**config.mk**
```make
export PLATFORM = sky130hd
export DESIGN_NAME = uce_regs
export DESIGN_NICKNAME = d
export VERILOG_FILES = /design/src/logic/uce_pkg.sv /design/src/logic/uce_err_route.sv /design/src/logic/uce_regs.sv
export VERILOG_INCLUDE_DIRS = /design/src /design/src/logic
export SDC_FILE = /design/constraint.sdc
export NUM_CORES = 1
export LEC_CHECK = 0
export BUFFER_PORTS_ARGS = -buffer_cell sky130_fd_sc_hd__buf_2
export CAP_MARGIN = 20
export CORE_ASPECT_RATIO = 1.5
export CORE_MARGIN = 2
export CORE_UTILIZATION = 51
export DETAILED_ROUTE_END_ITERATION = 8
export GPL_TIMING_DRIVEN = 1
export PLACE_DENSITY = 0.9
export SLEW_MARGIN = 10
export SYNTH_ARGS = -nofsm -noshare
export SYNTH_HDL_FRONTEND = slang
export SYNTH_SLANG_ARGS = --single-unit
```
**constraint.sdc**
```tcl
create_clock -name clk_i -period 3.05 [get_ports clk_i]
set_clock_uncertainty 0.05 [all_clocks]
set_input_delay 0 -clock clk_i [delete_from_list [all_inputs] [get_ports clk_i]]
set_output_delay 0 -clock clk_i [all_outputs]
set_load 0.01 [all_outputs]
```
**src/logic/uce_consts.svh**
```systemverilog
// offsets, field positions, reset values and masks of the error registers
// ---------------------------------------------------------------------------
// ---------------------------------------------------------------------------
`ifndef UCE_CONSTS_SVH
`define UCE_CONSTS_SVH

`define UCE_OFS_FLAGS     12'h104
`define UCE_OFS_SUPPRESS  12'h108
`define UCE_OFS_FATALITY  12'h10c

`define UCE_BIT_UR        20
`define UCE_BIT_ECRC      19
`define UCE_BIT_MAL       18
`define UCE_BIT_OVF       17
`define UCE_BIT_UNXP      16
`define UCE_BIT_CA        15
`define UCE_BIT_CTO       14
`define UCE_BIT_FC        13
`define UCE_BIT_PSN       12
`define UCE_BIT_DLL       4

`define UCE_IMPL_MASK     32'h001ff010
`define UCE_SEV_FIXED_ONE 32'h00000001
`define UCE_FLAGS_RST     32'h00000000
`define UCE_SUPPRESS_RST  32'h00000000
`define UCE_FATALITY_RST  32'h00062011

`endif

```
**src/logic/uce_pkg.sv**
```systemverilog
// types shared by the error register bank
`default_nettype none
package uce_pkg;
    typedef struct packed {
        logic        wr;
        logic        rd;
        logic [11:0] addr;
        logic [31:0] wdata;
    } uce_cfg_req_t;

    typedef struct packed {
        logic fatal;
        logic nonfatal;
    } uce_msg_t;
endpackage
`default_nettype wire

```
**src/logic/uce_err_route.sv**
```systemverilog
// per-error mask and severity routing of incoming error events
`timescale 1ns/10ps
`default_nettype none
`include "uce_consts.svh"
module uce_err_route (
    input  wire logic [31:0] event_i,
    input  wire logic [31:0] suppress_i,
    input  wire logic [31:0] fatality_i,
    output logic      [31:0] record_o,
    output logic             fatal_o,
    output logic             nonfatal_o
);
    always_comb begin
        record_o   = event_i & ~suppress_i & `UCE_IMPL_MASK;
        fatal_o    = |(record_o & fatality_i);
        nonfatal_o = |(record_o & ~fatality_i);
    end
endmodule
`default_nettype wire

```
**src/logic/uce_regs.sv**
```systemverilog
// uncorrectable error status, mask and severity registers
`timescale 1ns/10ps
`default_nettype none
`include "uce_consts.svh"
module uce_regs (
    input  wire logic                 clk_i,
    input  wire logic                 sys_rst_i,
    input  wire logic                 link_rst_i,
    input  wire logic                 global_reset_input_i,
    input  wire logic                 por_i,
    input  wire uce_pkg::uce_cfg_req_t cfg_i,
    output logic      [31:0]          cfg_rdata_o,
    input  wire logic                 unsupported_request_i,
    input  wire logic                 end_to_end_crc_i,
    input  wire logic                 malformed_packet_i,
    input  wire logic                 credit_overrun_i,
    input  wire logic                 unmatched_completion_i,
    input  wire logic                 completer_abort_i,
    input  wire logic                 completion_timeout_i,
    input  wire logic                 flow_credit_protocol_i,
    input  wire logic                 poisoned_packet_i,
    input  wire logic                 link_layer_protocol_i,
    output uce_pkg::uce_msg_t         msg_o,
    output logic      [31:0]          log_enable_o
);
    // ------------------------------------------------------------------
    // reset and decode
    // ------------------------------------------------------------------
    logic        any_rst;
    logic [2:0]  pin_rst_meta_ff;
    logic [2:0]  pin_rst_sync_ff;
    logic [31:0] flags_ff;
    logic [31:0] suppress_ff;
    logic [31:0] fatality_ff;
    logic [31:0] err_vec;
    logic [31:0] record;
    logic        fatal_c;
    logic        nonfatal_c;
    logic        wr_flags;
    logic        wr_supp;
    logic        wr_fat;

    // every reset source restores the defaults
    assign any_rst = sys_rst_i | (|pin_rst_sync_ff);

    // ------------------------------------------------------------------
    // pin reset synchronisers
    // ------------------------------------------------------------------
    // link, global and power-on resets come from outside this clock;
    // they take effect two edges after the pin, traded for no metastability
    always_ff @(posedge clk_i) begin
        if (sys_rst_i) begin
            pin_rst_meta_ff <= 3'h0;
            pin_rst_sync_ff <= 3'h0;
        end else begin
            pin_rst_meta_ff <= {por_i, global_reset_input_i, link_rst_i};
            pin_rst_sync_ff <= pin_rst_meta_ff;
        end
    end

    function automatic logic hit(input logic [11:0] a, input logic [11:0] o);
        hit = (a[11:2] == o[11:2]);
    endfunction

    assign wr_flags = cfg_i.wr & hit(cfg_i.addr, `UCE_OFS_FLAGS);
    assign wr_supp  = cfg_i.wr & hit(cfg_i.addr, `UCE_OFS_SUPPRESS);
    assign wr_fat   = cfg_i.wr & hit(cfg_i.addr, `UCE_OFS_FATALITY);

    // ------------------------------------------------------------------
    // error events, all from the upstream link only
    // ------------------------------------------------------------------
    always_comb begin
        err_vec                  = 32'h00000000;
        err_vec[`UCE_BIT_UR]     = unsupported_request_i;
        err_vec[`UCE_BIT_ECRC]   = end_to_end_crc_i;
        err_vec[`UCE_BIT_MAL]    = malformed_packet_i;
        err_vec[`UCE_BIT_OVF]    = credit_overrun_i;
        err_vec[`UCE_BIT_UNXP]   = unmatched_completion_i;
        err_vec[`UCE_BIT_CA]     = completer_abort_i;
        err_vec[`UCE_BIT_CTO]    = completion_timeout_i;
        err_vec[`UCE_BIT_FC]     = flow_credit_protocol_i;
        err_vec[`UCE_BIT_PSN]    = poisoned_packet_i;
        err_vec[`UCE_BIT_DLL]    = link_layer_protocol_i;
    end

    uce_err_route u_route (
        .event_i    (err_vec),
        .suppress_i (suppress_ff),
        .fatality_i (fatality_ff),
        .record_o   (record),
        .fatal_o    (fatal_c),
        .nonfatal_o (nonfatal_c)
    );

    // ------------------------------------------------------------------
    // status flags: set wins over a write-one clear
    // ------------------------------------------------------------------
    always_ff @(posedge clk_i) begin
        if (any_rst) begin
            flags_ff <= `UCE_FLAGS_RST;
        end else begin
            flags_ff <= ((flags_ff & ~({32{wr_flags}} & cfg_i.wdata))
                        | record) & `UCE_IMPL_MASK;
        end
    end

    // ------------------------------------------------------------------
    // mask and severity
    // ------------------------------------------------------------------
    always_ff @(posedge clk_i) begin
        if (any_rst) begin
            suppress_ff <= `UCE_SUPPRESS_RST;
        end else if (wr_supp) begin
            suppress_ff <= cfg_i.wdata & `UCE_IMPL_MASK;
        end
    end

    always_ff @(posedge clk_i) begin
        if (any_rst) begin
            fatality_ff <= `UCE_FATALITY_RST;
        end else if (wr_fat) begin
            fatality_ff <= (cfg_i.wdata & `UCE_IMPL_MASK)
                         | `UCE_SEV_FIXED_ONE;
        end
    end

    // ------------------------------------------------------------------
    // messages and read data
    // ------------------------------------------------------------------
    // messages registered so they line up with the flag update
    always_ff @(posedge clk_i) begin
        if (any_rst) begin
            msg_o <= '0;
        end else begin
            msg_o.fatal    <= fatal_c;
            msg_o.nonfatal <= nonfatal_c;
        end
    end

    // header log and first-error pointer load only for recorded errors
    always_ff @(posedge clk_i) begin
        if (any_rst) begin
            log_enable_o <= 32'h00000000;
        end else begin
            log_enable_o <= record;
        end
    end

    always_ff @(posedge clk_i) begin
        if (any_rst) begin
            cfg_rdata_o <= 32'h00000000;
        end else if (cfg_i.rd) begin
            if (hit(cfg_i.addr, `UCE_OFS_FLAGS)) begin
                cfg_rdata_o <= flags_ff & `UCE_IMPL_MASK;
            end else if (hit(cfg_i.addr, `UCE_OFS_SUPPRESS)) begin
                cfg_rdata_o <= suppress_ff & `UCE_IMPL_MASK;
            end else if (hit(cfg_i.addr, `UCE_OFS_FATALITY)) begin
                cfg_rdata_o <= (fatality_ff & `UCE_IMPL_MASK)
                             | `UCE_SEV_FIXED_ONE;
            end else begin
                cfg_rdata_o <= 32'h00000000;
            end
        end
    end
endmodule
`default_nettype wire

```
==> results.json <==
{
  "grt_overflow_total": 0,
  "critPathKind": "input port to flop",
  "grt_pass1_wl_um": 13200,
  "setup_ws_ns": 0.910,
  "postSynthAreaPerCell_sq_um": 8.88,
  "core_region_area_sq_mm": 0.00549,
  "drv_slew": 0,
  "initial_core_util_pct": 53.1,
  "synth_edf_count": 0,
  "gp_congestion": 0.875,
  "rsz0062_at_grt": "false",
  "worstPathRequired_ns": 3.23,
  "status": "complete, no violations",
  "fin_nets": 472,
  "cts_buffers": 9,
  "dp_hpwl_um": 4800,
  "grt_max_degree": 41,
  "power.density_mw_per_mm2": 486,
  "cts.repair.resized": 0,
  "h-tree-depth": 3,
  "drt-wirelength-per-cell_um": 17.6,
  "cts_buffer_depth": 2,
  "netlist_instances": 328,
  "synthTopCellsByArea": "dfxtp_1, buf_4, nand4_1",
  "crit_chain": "buf_2 -> or4_1 -> buf_4 -> nor4_4 -> a31oi_1 -> dlygate4sd3_1",
  "path_delay_family": "simple AND/OR/NAND/NOR gates",
  "synth_top_area_cell": "dfxtp_1",
  "area_growth_syn_to_layout_pct": 25.5,
  "drive_above_1_share_pct": 24.0,
  "place_ws_ns": 1.09,
  "peakVddDrop_mv": 0.278,
  "max_cap_violations": 0,
  "fp.dieW_um": 65.7,
  "clock_latency_ns": 0.35,
  "remaining_drc_errors": 0,
  "first_pass_iters": 7,
  "hold_path.class": "input port to flop",
  "hold_depth": 2,
  "critPathLaunchType": "input port",
  "die_h_um": 96.6,
  "synth_top_area_share_pct": 40.5,
  "ant_nets": 0,
  "finalHoldViolations": 0,
  "cts_root_buffer": "clkbuf_8",
  "die_area_sq_mm": 0.00635,
  "r2r_cells": 4,
  "netlist_area_sq_mm": 0.00291,
  "fillers": 436,
  "holdPathEnd": "cfg_rdata_o[16]",
  "r2r_slack_ns": 0.93,
  "final_cell_mix": "dfxtp_1, buf_2, conb_1, nand4_1, dlygate4sd3_1",
  "cp_max_fo": 22,
  "clkSinkCount": 59,
  "p_leak_nw": 1.49,
  "vias": 2983,
  "r2r_end": "flags_ff[17]",
  "io_buffers": 59,
  "setup_viol": 0,
  "synth_warnings": 0,
  "routed_wl_um": 8540,
  "worstMarginPinSlew_ns": 0.879,
  "synthArstFlopShare_pct": 0,
  "cp.arrival_ns": 2.33,
  "worstHoldStart": "cfg_i[44]",
  "slew-limit-headroom_pct": 41.2,
  "rows": 33,
  "holdBufCountCts": 36,
  "vias_per_cell": 6.14,
  "cpPeakStageDelay_ns": 0.66,
  "r2r-start": "pin_rst_sync_ff[1]",
  "grt_antenna_before_repair": 0,
  "ys_seq_area_share_pct": 40.5,
  "end_kind": "flop",
  "path_buf_inv": 3,
  "post-cts-setup-buffer-count": 0,
  "path_clk_slew_ns": 0.07,
  "period_needed_ns": 2.14,
  "synth-seq-cells": 59,
  "drt_iter0_drc": 303,
  "n_antenna_cell": 0,
  "grt_pass1_vias": 2705,
  "ios": 127,
  "synthFlopType": "dfxtp_1",
  "fin_setup_tns_ns": 0,
  "synthDistinctLibCells": 36,
  "max_freq_mhz": 467,
  "cts_tree": "yes",
  "finalCritPeriodShare_pct": 70.2,
  "grt_use_total_pct": 27.2,
  "crit_path_top_delay_cell": "nor4_4"
}
==> per-stage QoR <==
step	total power, mW	cell area (sq um)	utilization (%)	hold WS, ns	instances
after CTS	1.76	3640	66.3	0.0217	485
after detailed placement	1.02	3080	56.1	0.170	433
after floorplan	0.988	3070	-	0.0216	370
after global placement	1.01	3080	56.1	0.159	433
after global routing	1.83	3660	66.6	0.0298	486
final	1.78	3660	66.6	0.0164	486
==> cell families (layout without fill, tap and decap cells) <==
logic type,count (synthesis),in the layout,synth area share (%)
and+or+nand+nor,98,98,21.7
AOI/OAI and AO/OA,88,88,18.9
buffers and inverters,72,118,14.9
DFF,59,59,40.5
muxes,10,10,3.86
other,1,43,0.129
==> worst max path at each step <==
stage | start | to | slack (ns) | depth (start not counted)
finish | cfg_i[39] | flags_ff[4] | 0.91 | 6
CTS | pin_rst_sync_ff[1] | flags_ff[18] | 0.61 | 3
global placement | cfg_i[39] | flags_ff[17] | 1.14 | 5
floorplan | cfg_i[39] | flags_ff[13] | 1.63 | 4
global route | pin_rst_sync_ff[1] | flags_ff[17] | 0.81 | 4
detailed placement | cfg_i[39] | flags_ff[18] | 1.09 | 5
==> metal layers <==
layer,GRT usage [%],vias to the layer above,wire length (um)
met2,46.4,234,4230
met4,14.9,0,402
met1,31.3,1386,2990
met5,0,-,0
met3,6.14,48,920
li1,-,1315,-
==> flip-flops by register name (all words and copies together) (netlist names) <==
register	cells
cfg_rdata_o	11
fatality_ff	10
flags_ff	10
log_enable_o	10
msg_o	2
pin_rst_meta_ff	3
pin_rst_sync_ff	3
suppress_ff	10
==> power by group <==
group	leakage (nW)	switching, mW	internal [mW]
clock	0.102	0.322	0.398
combinational	0.900	0.146	0.101
sequential	0.483	0.0115	0.800
total	1.49	0.479	1.30
==> cell usage after synthesis, types with 2 or more instances <==
master	count
a21oi_1	16
a22oi_1	3
a311oi_1	3
a31oi_1	21
and3b_1	4
buf_1	5
buf_2	2
buf_4	43
clkbuf_1	21
dfxtp_1	59
mux2_2	10
nand2b_1	12
nand4_1	36
nor2_1	10
nor2b_1	17
nor4_1	6
o21ai_0	21
o22ai_1	3
o31ai_1	16
or3b_2	3
or4_1	2
==> area by class of cell <==
type / instances / area, sq um / share of cell area [%]
multi-input combinational: 239 / 1480 / 40.3
sequential: 59 / 1180 / 32.3
tap: 70 / 87.6 / 2.39
timing repair buffer: 101 / 708 / 19.4
inverter: 1 / 3.75 / 0.103
clock buffer: 10 / 138 / 3.76
clock inverter: 6 / 65.1 / 1.78
(Power assumes the default switching activity.)
